## src/shared/bdio_regs.svh

```systemverilog
// Purpose: Offsets, field positions, reset values and masks for the digital I/O block.
// Assumes: Host I/O addresses are twelve bits wide.
// Notes:   Definitions only; included by bare name.
`ifndef BDIO_REGS_SVH
`define BDIO_REGS_SVH

`define BDIO_ADDR_W          12
`define BDIO_ADDR_BOUT       12'h100
`define BDIO_ADDR_BIN        12'h101
`define BDIO_ADDR_TA_DATA    12'h080
`define BDIO_ADDR_TA_DIR     12'h081
`define BDIO_ADDR_TB_DATA    12'h082
`define BDIO_ADDR_TB_DIR     12'h083
`define BDIO_ADDR_TC_DATA    12'h08c
`define BDIO_ADDR_TC_DIR     12'h08d

`define BDIO_BOUT_RESET      8'h00
`define BDIO_TTL_DATA_RESET  8'h00
`define BDIO_TTL_DIR_RESET   8'h00
`define BDIO_UNMAPPED_READ   8'h00

`define BDIO_FULL_MASK       8'hff
`define BDIO_TC_LINE_MASK    8'h9c

`define BDIO_TC_THIRD_RTS_BIT  3
`define BDIO_TC_SECOND_RTS_BIT 4
`define BDIO_TC_BACKLT_BIT   7

`endif

```

## src/shared/bdio_pkg.sv

```systemverilog
// Purpose: Types shared by the digital I/O block.
// Assumes: Offsets live in bdio_regs.svh.
// Notes:   Register selects decoded from a host I/O address.
`default_nettype none

package bdio_pkg;

    typedef enum {
        BDIO_SEL_NONE,
        BDIO_SEL_BOUT,
        BDIO_SEL_BIN,
        BDIO_SEL_TA_DATA,
        BDIO_SEL_TA_DIR,
        BDIO_SEL_TB_DATA,
        BDIO_SEL_TB_DIR,
        BDIO_SEL_TC_DATA,
        BDIO_SEL_TC_DIR
    } bdio_sel_t;

endpackage

`default_nettype wire

```

## src/design/bdio_ttl_port.sv

```systemverilog
// Purpose: One eight-bit programmable TTL port with a data and a direction register.
// Assumes: Direction bit one means the line is an output.
// Notes:   Lines outside the mask are never driven and read as zero.
`include "bdio_regs.svh"
`default_nettype none

module bdio_ttl_port #(
    parameter logic [7:0] LINE_MASK = `BDIO_FULL_MASK
) (
    input  wire logic       clk,        // System clock.
    input  wire logic       rst_n,      // Synchronous reset, active low.
    input  wire logic       wr_data,    // Write strobe for the data register.
    input  wire logic       wr_dir,     // Write strobe for the direction register.
    input  wire logic [7:0] wdata,      // Host write data.
    input  wire logic [7:0] pin_in,     // Level seen on the lines.
    output logic      [7:0] pin_out,    // Level driven on output lines.
    output logic      [7:0] pin_oe,     // High where the line is driven.
    output logic      [7:0] level       // Driven level or external level per line.
);

    // Data register; it keeps its value while a line is an input.
    always_ff @(posedge clk)
    begin
        if (!rst_n)
            pin_out <= `BDIO_TTL_DATA_RESET;
        else if (wr_data)
            pin_out <= wdata & LINE_MASK;
    end

    // Direction register; lines start as inputs so nothing fights a field device.
    always_ff @(posedge clk)
    begin
        if (!rst_n)
            pin_oe <= `BDIO_TTL_DIR_RESET;
        else if (wr_dir)
            pin_oe <= wdata & LINE_MASK;
    end

    // An output line reports what it drives, an input line what it sees.
    assign level = ((pin_oe & pin_out) | (~pin_oe & pin_in)) & LINE_MASK;

endmodule

`default_nettype wire

```

## src/design/bdio_top.sv

```systemverilog
// Purpose: Buffered and TTL digital I/O reached through host I/O reads and writes.
// Assumes: Host strobes and pins are synchronous to clk; one access per strobe cycle.
// Notes:   Read data appear one cycle after the read strobe, with a valid pulse.
//
// How it works
// - Each of eight buffered outputs switches on or off independently.
// - After reset all buffered outputs are off.
// - Buffered output levels come from the port at address 100H.
// - A one turns the driver on and grounds the pin; zero releases it.
// - Reading an output port returns the levels currently driven.
// - Buffered input at 101H reads zero when grounded, one when open.
// - Buffered inputs are read-only; buffered outputs can be read back and rewritten.
// - Buffered input changes raise no interrupt; software polls.
// - Twenty TTL lines, each individually an input or an output.
// - TTL lines sit at 80h, 82h and 8Ch.
// - Control bits 3, 4, 7 feed third RTS, second RTS, backlight.
// - An input control bit passes its external level to its function.
// - Control bit 7 high lights the backlight; low turns it off.
`include "bdio_regs.svh"
`default_nettype none

module bdio_top (
    input  wire logic                    clk,                  // 10 MHz clock.
    input  wire logic                    rst_n,                // Sync reset, active low.
    input  wire logic [`BDIO_ADDR_W-1:0] io_addr,              // Host I/O address.
    input  wire logic                    io_wr,                // Host write strobe.
    input  wire logic                    io_rd,                // Host read strobe.
    input  wire logic [7:0]              io_wdata,             // Host write data.
    output logic      [7:0]              io_rdata,             // Host read data.
    output logic                         io_rvalid,            // Read data valid pulse.
    output logic      [7:0]              buffered_out_lines,   // High turns driver on.
    input  wire logic [7:0]              buffered_in_lines,    // Low when input grounded.
    input  wire logic [7:0]              ttl_first_port_in,    // First port line levels.
    output logic      [7:0]              ttl_first_port_out,   // First port drive levels.
    output logic      [7:0]              ttl_first_port_oe,    // First port drive enables.
    input  wire logic [7:0]              ttl_second_port_in,   // Second port line levels.
    output logic      [7:0]              ttl_second_port_out,  // Second port drive levels.
    output logic      [7:0]              ttl_second_port_oe,   // Second port drive enables.
    input  wire logic [7:0]              ttl_control_port_in,  // Control port line levels.
    output logic      [7:0]              ttl_control_port_out, // Control port drive levels.
    output logic      [7:0]              ttl_control_port_oe,  // Control port drive enables.
    output logic                         third_serial_rts,     // Third channel RTS level.
    output logic                         second_serial_rts,    // Second channel RTS level.
    output logic                         lcd_backlight         // High lights the backlight.
);

    // Address decode shared by the write and the read paths.
    function automatic bdio_pkg::bdio_sel_t decode(input logic [`BDIO_ADDR_W-1:0] a);
        unique case (a)
            `BDIO_ADDR_BOUT:    decode = bdio_pkg::BDIO_SEL_BOUT;
            `BDIO_ADDR_BIN:     decode = bdio_pkg::BDIO_SEL_BIN;
            `BDIO_ADDR_TA_DATA: decode = bdio_pkg::BDIO_SEL_TA_DATA;
            `BDIO_ADDR_TA_DIR:  decode = bdio_pkg::BDIO_SEL_TA_DIR;
            `BDIO_ADDR_TB_DATA: decode = bdio_pkg::BDIO_SEL_TB_DATA;
            `BDIO_ADDR_TB_DIR:  decode = bdio_pkg::BDIO_SEL_TB_DIR;
            `BDIO_ADDR_TC_DATA: decode = bdio_pkg::BDIO_SEL_TC_DATA;
            `BDIO_ADDR_TC_DIR:  decode = bdio_pkg::BDIO_SEL_TC_DIR;
            default:            decode = bdio_pkg::BDIO_SEL_NONE;
        endcase
    endfunction

    bdio_pkg::bdio_sel_t sel;
    logic [7:0]          ta_level;
    logic [7:0]          tb_level;
    logic [7:0]          tc_level;
    logic [7:0]          rd_mux;

    assign sel = decode(io_addr);

    // Buffered output register; a one switches the sinking driver on.
    always_ff @(posedge clk)
    begin
        if (!rst_n)
            buffered_out_lines <= `BDIO_BOUT_RESET;
        else if (io_wr && sel == bdio_pkg::BDIO_SEL_BOUT)
            buffered_out_lines <= io_wdata;
    end

    // The three TTL ports; only four control port bits reach the header.
    bdio_ttl_port #(.LINE_MASK(`BDIO_FULL_MASK)) u_first (
        .clk     (clk),
        .rst_n   (rst_n),
        .wr_data (io_wr && sel == bdio_pkg::BDIO_SEL_TA_DATA),
        .wr_dir  (io_wr && sel == bdio_pkg::BDIO_SEL_TA_DIR),
        .wdata   (io_wdata),
        .pin_in  (ttl_first_port_in),
        .pin_out (ttl_first_port_out),
        .pin_oe  (ttl_first_port_oe),
        .level   (ta_level)
    );

    bdio_ttl_port #(.LINE_MASK(`BDIO_FULL_MASK)) u_second (
        .clk     (clk),
        .rst_n   (rst_n),
        .wr_data (io_wr && sel == bdio_pkg::BDIO_SEL_TB_DATA),
        .wr_dir  (io_wr && sel == bdio_pkg::BDIO_SEL_TB_DIR),
        .wdata   (io_wdata),
        .pin_in  (ttl_second_port_in),
        .pin_out (ttl_second_port_out),
        .pin_oe  (ttl_second_port_oe),
        .level   (tb_level)
    );

    bdio_ttl_port #(.LINE_MASK(`BDIO_TC_LINE_MASK)) u_control (
        .clk     (clk),
        .rst_n   (rst_n),
        .wr_data (io_wr && sel == bdio_pkg::BDIO_SEL_TC_DATA),
        .wr_dir  (io_wr && sel == bdio_pkg::BDIO_SEL_TC_DIR),
        .wdata   (io_wdata),
        .pin_in  (ttl_control_port_in),
        .pin_out (ttl_control_port_out),
        .pin_oe  (ttl_control_port_oe),
        .level   (tc_level)
    );

    // Read selection; the buffered input has no write path and no interrupt.
    always_comb
    begin
        unique case (sel)
            bdio_pkg::BDIO_SEL_BOUT:    rd_mux = buffered_out_lines;
            bdio_pkg::BDIO_SEL_BIN:     rd_mux = buffered_in_lines;
            bdio_pkg::BDIO_SEL_TA_DATA: rd_mux = ta_level;
            bdio_pkg::BDIO_SEL_TA_DIR:  rd_mux = ttl_first_port_oe;
            bdio_pkg::BDIO_SEL_TB_DATA: rd_mux = tb_level;
            bdio_pkg::BDIO_SEL_TB_DIR:  rd_mux = ttl_second_port_oe;
            bdio_pkg::BDIO_SEL_TC_DATA: rd_mux = tc_level;
            bdio_pkg::BDIO_SEL_TC_DIR:  rd_mux = ttl_control_port_oe;
            bdio_pkg::BDIO_SEL_NONE:    rd_mux = `BDIO_UNMAPPED_READ;
        endcase
    end

    // Read data are registered and held, so the host sees a stable byte until the next read strobe.
    always_ff @(posedge clk)
    begin
        if (!rst_n)
            io_rdata <= `BDIO_UNMAPPED_READ;
        else if (io_rd)
            io_rdata <= rd_mux;
    end

    always_ff @(posedge clk)
    begin
        if (!rst_n)
            io_rvalid <= 1'b0;
        else
            io_rvalid <= io_rd;
    end

    // Shared functions follow the line level, so an input bit passes the external drive.
    always_ff @(posedge clk)
    begin
        if (!rst_n)
        begin
            third_serial_rts  <= 1'b0;
            second_serial_rts <= 1'b0;
            lcd_backlight     <= 1'b0;
        end
        else
        begin
            third_serial_rts  <= tc_level[`BDIO_TC_THIRD_RTS_BIT];
            second_serial_rts <= tc_level[`BDIO_TC_SECOND_RTS_BIT];
            lcd_backlight     <= tc_level[`BDIO_TC_BACKLT_BIT];
        end
    end
endmodule

`default_nettype wire

```

## config.mk

```make
export PLATFORM = sky130hd
export DESIGN_NAME = bdio_top
export DESIGN_NICKNAME = d
export VERILOG_FILES = /design/src/shared/bdio_pkg.sv /design/src/design/bdio_ttl_port.sv /design/src/design/bdio_top.sv
export VERILOG_INCLUDE_DIRS = /design/src /design/src/shared
export SDC_FILE = /design/constraint.sdc
export NUM_CORES = 1
export LEC_CHECK = 0
export ABC_AREA = 1
export BUFFER_PORTS_ARGS = -buffer_cell sky130_fd_sc_hd__buf_2
export CAP_MARGIN = 20
export CORE_AREA = 2 2 72 108
export DETAILED_ROUTE_END_ITERATION = 8
export DIE_AREA = 0 0 74 110
export PLACE_DENSITY = 0.76
export SYNTH_ARGS = -nofsm -noshare
export SYNTH_HDL_FRONTEND = slang
export SYNTH_SLANG_ARGS = --single-unit
```

## constraint.sdc

```tcl
create_clock -name clk -period 1.35 [get_ports clk]
set_input_delay 0.0675 -clock clk [delete_from_list [all_inputs] [get_ports clk]]
set_output_delay 0.0675 -clock clk [all_outputs]
set_load 0.02 [all_outputs]
```

* Word level (Yosys, flattened, before mapping) *
Index checks and enable logic that the tools add are counted.

operators by class
  bitwise operators = 12
  equality and inequality tests = 23
  multiplexer cells = 2
  reductions and logical operators = 8

operators with widths
  operator               count
  $eq A32 B3 Y1 const B  5
  $eq A32 B4 Y1 const B  5
  $eq A32 B2 Y1 const B  3
  $eq A12 B8 Y1 const B  6
  $pmux W8 S9            1
  $and A8 B8 Y8          6
  $eq A32 B1 Y1 const B  1
  $eq A32 B5 Y1 const B  1
  $logic_not A32 Y1      1
  $pmux W4 S8            1
  $eq A12 B9 Y1 const B  2
  $not A8 Y8             3
  $or A8 B8 Y8           3
  $logic_and A1 B1 Y1    7

storage, ports and cells
  word-level logic and storage cells = 57
  register bits after elaboration = 60

* Depth between registers and ports, before layout *
Gate-level depths: netlist of run 1.

  word-level depth = 4
  gate-level depth with buffers = 10

* Hierarchy *
A second synthesis of run 1 with hierarchy kept.

unflattened totals
  cell total of the unflattened synthesis = 593
  area total of the unflattened synthesis = 3,623.5 um^2

by module, submodules not included
  module                        area an instance (um^2)  cells an instance  times used
  bdio_top                      1,594.0                  285                1
  bdio_ttl_port at u_first ...  775.7                    118                2
  bdio_ttl_port at u_control    478.0                    72                 1

* Least setup slack after synthesis of run 1 *
Ideal clock, no wire load.

  path kind = input port to flip-flop
  start = in io_addr[11]
  end = reg u_second.pin_oe[6]
  path slack = 0.049 ns
  path buffers = 1
  arrival = 1.182 ns
  cell stages on the path = 8
  cells stage by stage = or2_4 > nor2_4 > nand2_2 > inv_2 > nand4_2 > buf_2 > o21ai_0 > a21oi_1

on the way
  longest elaborated chain between the ends = 4

RTL lines
  what                                                   line                 source
  start: declaration                                     bdio_top.sv:25       input wire logic [`BDIO_ADDR_W-1:0] io_addr,
  $eq A12 B8 Y1 / $eq A12 B9 Y1 (equally long branches)  bdio_top.sv:49       unique case (a)
  $pmux W4 S8 *                                          bdio_top.sv:49
  $eq A32 B4 Y1 *                                        bdio_top.sv:96       .wr_dir (io_wr && sel == bdio_pkg::BDIO_SEL_TB_DIR),
  $logic_and A1 B1 Y1 *                                  bdio_top.sv:96
  end signal: assignment                                 bdio_ttl_port.sv:34  pin_oe <= `BDIO_TTL_DIR_RESET;
  end signal: assignment                                 bdio_ttl_port.sv:36  pin_oe <= wdata & LINE_MASK;
  end: declaration                                       bdio_ttl_port.sv:17  output logic [7:0] pin_oe,

Every way passes the cells marked *; elsewhere a longest branch is shown, timed or not.
A chain may end at the register's enable or synchronous reset.

* Worst setup path in the final report of run 1 *
  start = reg u_second.pin_oe[7]
  end = reg io_rdata[7]

on the way
  longest elaborated chain between the ends = 4

RTL lines
  what                    line                 source
  $not A8 Y8              bdio_ttl_port.sv:40  assign level = ((pin_oe & pin_out) | (~pin_oe & pin_in)) & LINE_MASK;
  $and A8 B8 Y8           bdio_ttl_port.sv:40
  $or A8 B8 Y8            bdio_ttl_port.sv:40
  $pmux W8 S9 *           bdio_top.sv:119      unique case (sel)
  end signal: assignment  bdio_top.sv:136      io_rdata <= `BDIO_UNMAPPED_READ;
  end signal: assignment  bdio_top.sv:138      io_rdata <= rd_mux;
  end: declaration        bdio_top.sv:29       output logic [7:0] io_rdata,

Marked as above.

==> out/results.ini, run 1 <==
[outcome]
status=finished, final reports clean

[worst_setup_path]
crit_fanout=3
crit_type=register to register
cp_cell_sequence=inv_1 > nand2_1 > o21ai_0 > nand3_1 > nand2_1 > nor2_1 > nand3_1 > nand2_1 > a21oi_1
critPathArrivalTime_ps=1490
path_buf_inv=1
path_depth=9
cpMaxStageDelayCell=dfxtp_1
cpPeakStageDelay_ps=370
worstSetupEndpointType=register
cpLargestDelayFamily=simple AND/OR/NAND/NOR gates
cp_common_cell=nand2_1
worstPathRequired_ps=1580
ff2ff_path_depth=9
startpoint_type=register

[routing]
remaining_drc_errors=0
routed_wl_mm=9.305
via_per_inst=4.813
drt-initial-drc-count=155
wl_met3_um=553
postRouteAntennaNets=0
wl_met1_mm=3.701
highest_layer=met4
met2WireLength_mm=4.802
drt-pass1-iter-count=4
vias=3355
post_drt_wl_per_cell_um=13.35

[sta]
layout_min_cycle_time_ps=1257
post-route-period-util_pct=93.08
final-hold-violation-count=0
rsz0062_at_grt=false
tns_ps=0
fin_skew_ps=5.937
fin_hold_ws_ps=18.46
slew_violations=0
setup_viol=0
fmax_ghz=0.7958

[pwr]
max-vdd-ir-drop_v=0.0006480
power.leakage_nw=2.016
total_power_w=0.003732
power.density_nw_per_um2=911.8

[synth]
synthCells=455
ys_seq_elements=60
syn-cell-area_um2=3055
ys_seq_area_share_pct=39.31
syn_area_per_cell_um2=6.715
yosys-top-cells-area=dfxtp_1 39%, nand2_1 16%, nand3_1 8.4%
synth_top_area_share_pct=39.31
synth.distinct_cells=28
yosys.area.top_type=dfxtp_1
ys_warn_count=0

[layout]
drive_gt1_share_pct=29.98
n_fill_cell=738
final_common_cell=nand2_1
antenna_cells=0
area_growth_pct=33.95
final_net_count=648
mostFrequentLayoutCells=127 x nand2_1, 111 x buf_2, 59 x dfxtp_1, 51 x nand3_1, 44 x a21oi_1

[clocking]
htreeDepth=3
postCtsHoldBufs=0
clk_latency_ps=350
cts_buffer_depth=2
cts-root-buf=clkbuf_8
cts_buffers=9
cts_resized=0
post-cts-setup-buffers=0
clkSlewWorstSetupHoldPaths_ps=70
cts_tree=built
clock-sinks=60

[placement]
finalWeightedCongestion=0.9047
dpl.hpwl_mm=7.243
io_buffers=111

[die]
dieArea_um2=8140
ios=124
rows=38
coreArea_um2=7179
start_util_pct=42.56
die_w_um=74
die_h_um=110

[global_routing]
grt_pass1_vias=3107
grt_pass1_wl_mm=14.60
track_usage_pct=24.04
antenna_found_initial=0
gr-total-overflow=0
grt_max_degree=24

[run]
cap_violations=0

[worst_hold_path]
hold_class=primary input to register
hold_depth=3

[registers in the layout, summed over array words and instances (netlist names)]
signal / flops
lcd_backlight: 1
u_second.pin_out: 8
third_serial_rts: 1
buffered_out_lines: 8
u_first.pin_oe: 8
io_rdata: 8
u_first.pin_out: 8
io_rvalid: 1
u_control.pin_out: 4
second_serial_rts: 1
u_control.pin_oe: 4
u_second.pin_oe: 8
[final cells by class]
class	instances	area, um2	area share [%]
Tap cell	100	125.1	3.057
Clock inverter	5	50.05	1.223
Multi-Input combinational cell	332	1573	38.43
Sequential cell	60	1202	29.38
Inverter	48	185.2	4.525
Timing Repair Buffer	141	805.8	19.69
Clock buffer	11	151.4	3.699
[final timing paths]
path | start | endpoint | slack (ps)
max | u_second.pin_oe[7] | io_rdata[7] | 90
min | io_rd | io_rvalid | 20
max reg2reg | u_second.pin_oe[7] | io_rdata[7] | 90
min reg2reg | io_rdata[5] | io_rdata[5] | 460
[cells by family after synthesis]
family          after synthesis  synth area share [%]
compound gates               88                 15.40
buf+inv                      70                 10.07
flops                        60                 39.31
other cells                   1                0.1227
simple gates                236                 35.09
[report_power, final]
part / internal [W] / leakage [nW] / switching (W)
combinational: 0.000111 / 1.42 / 0.000203
clock: 0.000939 / 0.109 / 0.000701
sequential: 0.00178 / 0.485 / 0.00000135
[worst register-to-register path, stage by stage, from the launching register on]
cell and delay [ps]:
dfxtp_1 370, inv_1 80, nand2_1 50, o21ai_0 90, nand3_1 90, nand2_1 50, nor2_1 150, nand3_1 130
nand2_1 80, a21oi_1 50
[synth_stat cells]
master and n:
nand2_1 127, dfxtp_1 60, nand3_1 51, a21oi_1 44, inv_1 43, nor2_1 39
o21ai_0 32, a211oi_1 12, buf_4 9, clkbuf_1 6, buf_2 5, nor2_2 5
inv_2 3, buf_1 2, nand2_2 2, nand4_2 2, nor2_4 2, and2_1 1
clkinv_1 1, clkinv_4 1, conb_1 1, nand2_4 1, nand3_2 1, nand4_4 1
nor2_8 1, nor3b_4 1, or2_1 1, or2_4 1
[metal layers]
| layer | vias to the layer above | track usage [%] |
|---|---|---|
| li1 | 1732 | - |
| met1 | 1489 | 28.16 |
| met2 | 117 | 41.71 |
| met3 | 17 | 5.273 |
| met4 | 0 | 10.00 |
| met5 | - | 0 |
[stage by stage]
step	cell area (um2)	utilization, %	cells	setup slack, ps
CTS	4091	56.99	697	114.6
global placement	3890	54.18	681	-65.19
global route	4093	57.01	697	11.59
finish	4093	57.01	697	93.43
floorplan	3082	-	462	49.01
detailed placement	3890	54.18	681	-134.7
(Power assumes the default switching activity.)
==> run 2: changes to the inputs <==
ABC_AREA = not set   (was 1)
CORE_AREA = 2 2 73 109   (was 2 2 72 108)
DIE_AREA = 0 0 75 111   (was 0 0 74 110)
PLACE_DENSITY = 0.77   (was 0.76)
==> run 2 against run 1 <==
Compared with the run above: the run now ends with setup timing left; wire length rose by 12%; largest cell class unchanged; cell count is 12% lower; critical path depth shrank 4; highest routed layer unchanged; combinational power is 36% higher.
==> out/results.ini, run 2 <==
[outcome]
status=complete, but fails checks
failed_checks=setup timing

[synth]
yosys.area.top_type=dfxtp_1
synth.most_common_cell=mux2i_1
synth_top_area_share_pct=37.94
async_reset_ff_share_pct=0
syn-cell-area_um2=3166
ys_seq_area_share_pct=37.94
synth_ff_type=dfxtp_1
synthCells=337
ys_seq_elements=60
yosys-top-cells-area=dfxtp_1 38%, mux2i_1 20%, nand2_1 5.8%
synth_common_cells=63 x mux2i_1, 60 x dfxtp_1, 49 x nand2_1, 27 x nor2b_1, 16 x o21ai_0
synth-edff-count=0
synth.distinct_cells=46
ys_warn_count=0
syn_area_per_cell_um2=9.393

[clocking]
postCtsHoldBufs=0
clock-sinks=60
clk_latency_ps=330
clkSlewWorstSetupHoldPaths_ps=50
cts-root-buf=clkbuf_16
cts_buffer_depth=2
cts_buffers=9
post-cts-setup-buffers=0
cts_tree=built
htreeDepth=3

[worst_setup_path]
worstSetupEndpointType=register
crit_fanout=2
startpoint_type=register
path_buf_inv=1
cpMaxStageDelayCell=dfxtp_2
critPathArrivalTime_ps=1650
cp_cell_sequence=mux2_4 > a222oi_1 > a2bb2oi_1 > buf_4 > o21ai_2
worstPathRequired_ps=1570
crit_type=register to register
cpLargestDelayFamily=compound AO/OA/AOI/OAI gates
worst-r2r-setup-slack_ps=-80
cpPeakStageDelay_ps=330

[pwr]
max-vdd-ir-drop_v=0.0006421
p_sw_w=0.001004
power.density_nw_per_um2=980.5
p_sw_share_pct=22.09
seq_power_share_pct=39.2
combPwrFrac_pct=9.4
power.share.clock_pct=51.4
internal-power_w=0.003542
power.leakage_nw=2.278

[sta]
final-hold-violation-count=0
post-route-period-util_pct=105.7
tightest_slew_ps=638.5
slew_violations=0
fmax_ghz=0.7010
fin_skew_ps=4.802
tns_ps=-93.26
fin_hold_ws_ps=18.49
relSlewSlack_pct=57.35
setup_viol=2
fin_ws_ps=-76.59
layout_min_cycle_time_ps=1427
rsz0062_at_grt=true

[routing]
remaining_drc_errors=0
postRouteAntennaNets=0
post_drt_wl_per_cell_um=16.98
vias=3207
routed_wl_mm=10.41
drt-pass1-iter-count=4
via_per_inst=5.232
drt-initial-drc-count=176

[worst_hold_path]
hold_class=primary input to register

[layout]
mostFrequentLayoutCells=111 x buf_2, 66 x buf_4, 63 x mux2i_1, 53 x dfxtp_1, 49 x nand2_1
area_growth_pct=46.48
finalInstanceArea_um2=4637
antenna_cells=0
final_common_cell=buf_2
final_net_count=563
drive_gt1_share_pct=43.64
fin_cells=613

[placement]
io_buffers=111
post-place-cells=599
dpl.hpwl_mm=8.141
dpl_cell_area_um2=4302
finalWeightedCongestion=0.9934
pre_cts_slack_ps=-310.2

[die]
ios=124
coreArea_um2=7466
dieArea_um2=8325
start_util_pct=42.40
die_w_um=75
die_h_um=111
rows=39

[global_routing]
use_met3_pct=6.182
track_usage_pct=25.97
grt_pass1_vias=3259
met1_usage_pct=28.11
grt_max_degree=60
met2_usage_pct=43.80
gr-total-overflow=0
grt_pass1_wl_mm=16.06
grt.busiest_layer=met2
antenna_found_initial=0

[run]
cap_violations=0

==> run 2: cell types whose count changed in the layout (fill, tap and decap cells not counted), sizes merged, moves of 8 or more <==
cell	delta
nand3	-47
nor2	-36
nor2b	+27
a21oi	-42
mux2i	+63
buf	+39
a211oi	-12
nand2	-81
a21boi	+8
inv	-45
o21ai	-11
==> run 2: cell families (layout without fill, tap and decap cells) <==
family | Yosys count | in the layout | share of synthesized area, %
and+or+nand+nor | 121 | 121 | 22.10
muxes | 69 | 69 | 22.06
DFF | 60 | 60 | 37.94
AOI/OAI and AO/OA | 57 | 57 | 12.77
buffers and inverters | 29 | 196 | 5.019
other | 1 | 8 | 0.1185
==> run 2: cell type report <==
type	instances	area, um2
clock inverter	1	30.03
timing repair buffer	180	1111
sequential	60	1210
inverter	1	3.754
fill	635	2829
tap	102	127.6
clock buffer	14	274.0
multi-input combinational	255	1881
==> run 2: power by group through the flow <==
stage	sequential, W	combinational [W]	clock [W]
after floorplan	0.00183	0.000202	0
after global placement	0.00182	0.000414	0
after detailed placement	0.00182	0.000416	0
after CTS	0.00178	0.000420	0.00237
after global routing	0.00178	0.000456	0.00244
final	0.00178	0.000426	0.00234
==> run 2: worst min-delay path: cells and delay by family <==
kind                   cells  cell delay (ps)
AND/OR/NAND/NOR            1               50
AO/OA/AOI/OAI              1               50
buffers and inverters      1              120
==> run 2: per-layer routing <==
layer / vias up / wire length (um)
met5: - / 0
met4: 0 / 553
met3: 29 / 565
met2: 124 / 5307
met1: 1517 / 3981
li1: 1537 / -
==> run 2: final timing paths <==
kind | end | start | depth (start not counted)
max reg2reg | io_rdata[4] | u_control.pin_oe[4] | 5
min reg2reg | io_rdata[5] | io_rdata[5] | 2
max | io_rdata[4] | u_control.pin_oe[4] | 5
min | u_first.pin_out[6] | io_wdata[6] | 3
==> run 2: stage by stage <==
step,util [%],power (W)
6_report,62.11,0.004546
5_1_grt,62.11,0.004677
4_1_cts,61.79,0.004568
3_5_place_dp,57.62,0.002233
3_3_place_gp,57.62,0.002231
2_1_floorplan,-,0.002028
==> run 2: what timing repair did <==
item | 4_1_cts | 5_1_grt
setup endpoints to repair | 3 | 30
gates cloned | 0 | 0
endpoints found under the hold margin | 0 | 0
pin swaps | 3 | 3
resized for setup | 6 | 10
==> run 3: changes to the inputs <==
CORE_AREA = 2 2 78 118   (was 2 2 73 109)
CTS_CLUSTER_SIZE = 40   (was not set)
DIE_AREA = 0 0 80 120   (was 0 0 75 111)
PLACE_DENSITY = 0.78   (was 0.77)
SYNTH_HIERARCHICAL = 1   (was not set)
==> run 3 against run 2 <==
Compared with the run above: the flow still finishes with violations (setup timing); register-to-register slack got worse by 100 ps; critical path type unchanged; sequential power barely moved; global-route usage rose by 1.7 points; area after synthesis rose by 25%; fmax fell by 6.8%; largest cell class unchanged; setup slack got worse by 100 ps; clock skew rose by 5.5 ps; sequential cell count did not move.
==> out/results.ini, run 3 <==
[outcome]
status=complete, but fails checks
failed_checks=setup timing

[die]
ios=124
die_h_um=120
start_util_pct=45.95
rows=42
die_w_um=80
dieArea_um2=9600
coreArea_um2=8618

[synth]
synth_common_cells=60 x dfxtp_1, 59 x nor2b_1, 49 x mux2i_1, 28 x nand2_1, 27 x mux2_2
yosys-top-cells-area=dfxtp_1 30%, mux2i_1 12%, nor2b_1 9.3%
ys_warn_count=6
async_reset_ff_share_pct=0
synth_ff_type=dfxtp_1
syn-cell-area_um2=3960
synth-edff-count=0
synthCells=439
yosys.area.top_type=dfxtp_1
synth.most_common_cell=dfxtp_1
synth.distinct_cells=46
ys_seq_area_share_pct=30.33
synth_top_area_share_pct=30.33
syn_area_per_cell_um2=9.021
ys_seq_elements=60

[worst_setup_path]
worst-r2r-setup-slack_ps=-180
cpLargestDelayFamily=compound AO/OA/AOI/OAI gates
crit_fanout=2
worstPathRequired_ps=1560
ff2ff_path_depth=6
cpMaxStageDelayCell=dfxtp_4
cpPeakStageDelay_ps=340
r2r_start=u_first/pin_oe[3]
startpoint_type=register
worstReg2RegEnd=io_rdata[3]
cp_cell_sequence=mux2_4 > nor4b_1 > o2111ai_1 > o211ai_1 > a41oi_1 > a31oi_1
critPathArrivalTime_ps=1740
crit_type=register to register
worstSetupEndpointType=register
path_buf_inv=0

[pwr]
max-vdd-ir-drop_v=0.0007089
power.share.clock_pct=47.0
p_sw_w=0.001156
seq_power_share_pct=39.4
p_sw_share_pct=25.83
power.leakage_nw=2.397
combPwrFrac_pct=13.6
internal-power_w=0.003319
power.density_nw_per_um2=779.8

[routing]
drt-initial-drc-count=258
remaining_drc_errors=0
routed_wl_mm=13.16
via_per_inst=5.703
vias=4112
postRouteAntennaNets=0
drt-pass1-iter-count=5
post_drt_wl_per_cell_um=18.26

[layout]
area_growth_pct=44.90
fin_cells=721
drive_gt1_share_pct=48.12
utilization_pct=66.58
final_common_cell=buf_2
antenna_cells=0
final_net_count=662
mostFrequentLayoutCells=106 x buf_2, 71 x buf_4, 59 x nor2b_1, 52 x dfxtp_1, 44 x mux2i_1

[sta]
post-route-period-util_pct=113.4
rsz0062_at_grt=true
tightest_slew_ps=675.9
final-hold-violation-count=0
tns_ps=-2379
fmax_ghz=0.6530
fin_ws_ps=-181.5
layout_min_cycle_time_ps=1532
fin_skew_ps=10.31
fin_hold_ws_ps=107.7
setup_viol=21
relSlewSlack_pct=54.85
slew_violations=0

[clocking]
cts-root-buf=clkbuf_16
clock-sinks=60
htreeDepth=3
cts_buffer_depth=2
clkSlewWorstSetupHoldPaths_ps=50
clk_latency_ps=330
cts_tree=built
cts_buffers=9
postCtsHoldBufs=0

[placement]
finalWeightedCongestion=0.9839
pre_cts_slack_ps=-498.2
io_buffers=111
post-place-cells=700
dpl.hpwl_mm=9.937

[run]
cap_violations=0

[global_routing]
grt_pass1_vias=4046
gr-total-overflow=0
track_usage_pct=27.65
grt_max_degree=61
grt_pass1_wl_mm=20.44
antenna_found_initial=0

[worst_hold_path]
hold_path_startpoint=ttl_control_port_in[3]
hold_depth=3
hold_class=primary input to register
hold_path_end=third_serial_rts

[run 3: changes by cell type in the layout (fill, tap and decap cells not counted), sizes merged, moves of 16 or more]
cell / delta
o211ai: +16
nand4: +23
nor2b: +32
nand2: -20
mux2: +22
o21ai: -19
[run 3: cell type report]
type                    count  area [um2]
well taps                 110       137.6
fillers                   706        2880
inverters                   2       8.758
multi-input cells         339        2806
flip-flops and latches     60        1231
clock buffers              10       239.0
repair buffers            194        1276
clock inverters             6       38.79
[run 3: power by group through the flow]
stage | Sequential (W) | Clock [W] | Combinational (W)
6_report | 0.00176 | 0.00210 | 0.000609
3_5_place_dp | 0.00180 | 0 | 0.000525
2_1_floorplan | 0.00181 | 0 | 0.000315
3_3_place_gp | 0.00180 | 0 | 0.000517
5_1_grt | 0.00176 | 0.00219 | 0.000646
4_1_cts | 0.00176 | 0.00213 | 0.000546
[run 3: what timing repair did]
| item | 4_1_cts | 5_1_grt |
|---|---|---|
| pin swaps | 13 | 18 |
| setup endpoints to repair | 40 | 56 |
| buffers inserted | 2 | 5 |
| gates resized for setup | 20 | 36 |
| endpoints found under the hold margin | 0 | 0 |
[run 3: worst max path at each step]
stage / from / endpoint / slack, ps / cells past startpoint
floorplan: io_addr[7] / u_second/pin_out[0] / -430 / 10
global placement: io_addr[7] / u_control/pin_out[4] / -450 / 8
detailed placement: io_addr[7] / u_second/pin_out[7] / -500 / 9
CTS: u_first/pin_oe[0] / io_rdata[0] / -190 / 6
global route: u_first/pin_oe[4] / io_rdata[4] / -230 / 6
finish: u_first/pin_oe[3] / io_rdata[3] / -180 / 6
[run 3: tightest hold or removal path, delay by kind of cell]
| kind | cells | cell delay, ps |
|---|---|---|
| muxes | 1 | 160 |
| and+or+nand+nor | 1 | 110 |
| buffers and inverters | 1 | 70 |
[run 3: kinds of logic after synthesis]
kind of cell           count (synthesis)  share of synthesized area (%)
multiplexers                          77                          20.44
AO/OA/AOI/OAI                         53                          10.65
other                                  1                        0.09470
flip-flops                            60                          30.33
buffers and inverters                 51                          8.025
AND/OR/NAND/NOR                      197                          30.46
[run 3: metal layers]
| metal | track usage (%) | routed length [um] |
|---|---|---|
| met2 | 48.91 | 6938 |
| met4 | 12.18 | 454 |
| met1 | 31.40 | 5051 |
| met5 | 0 | 0 |
| met3 | 5.489 | 719 |
[run 3: stage by stage]
stage / cell area [um2] / total power, W
floorplan: 4189 / 0.002125
global placement: 5149 / 0.002318
detailed placement: 5149 / 0.002326
CTS: 5524 / 0.004444
global route: 5738 / 0.004600
finish: 5738 / 0.004475
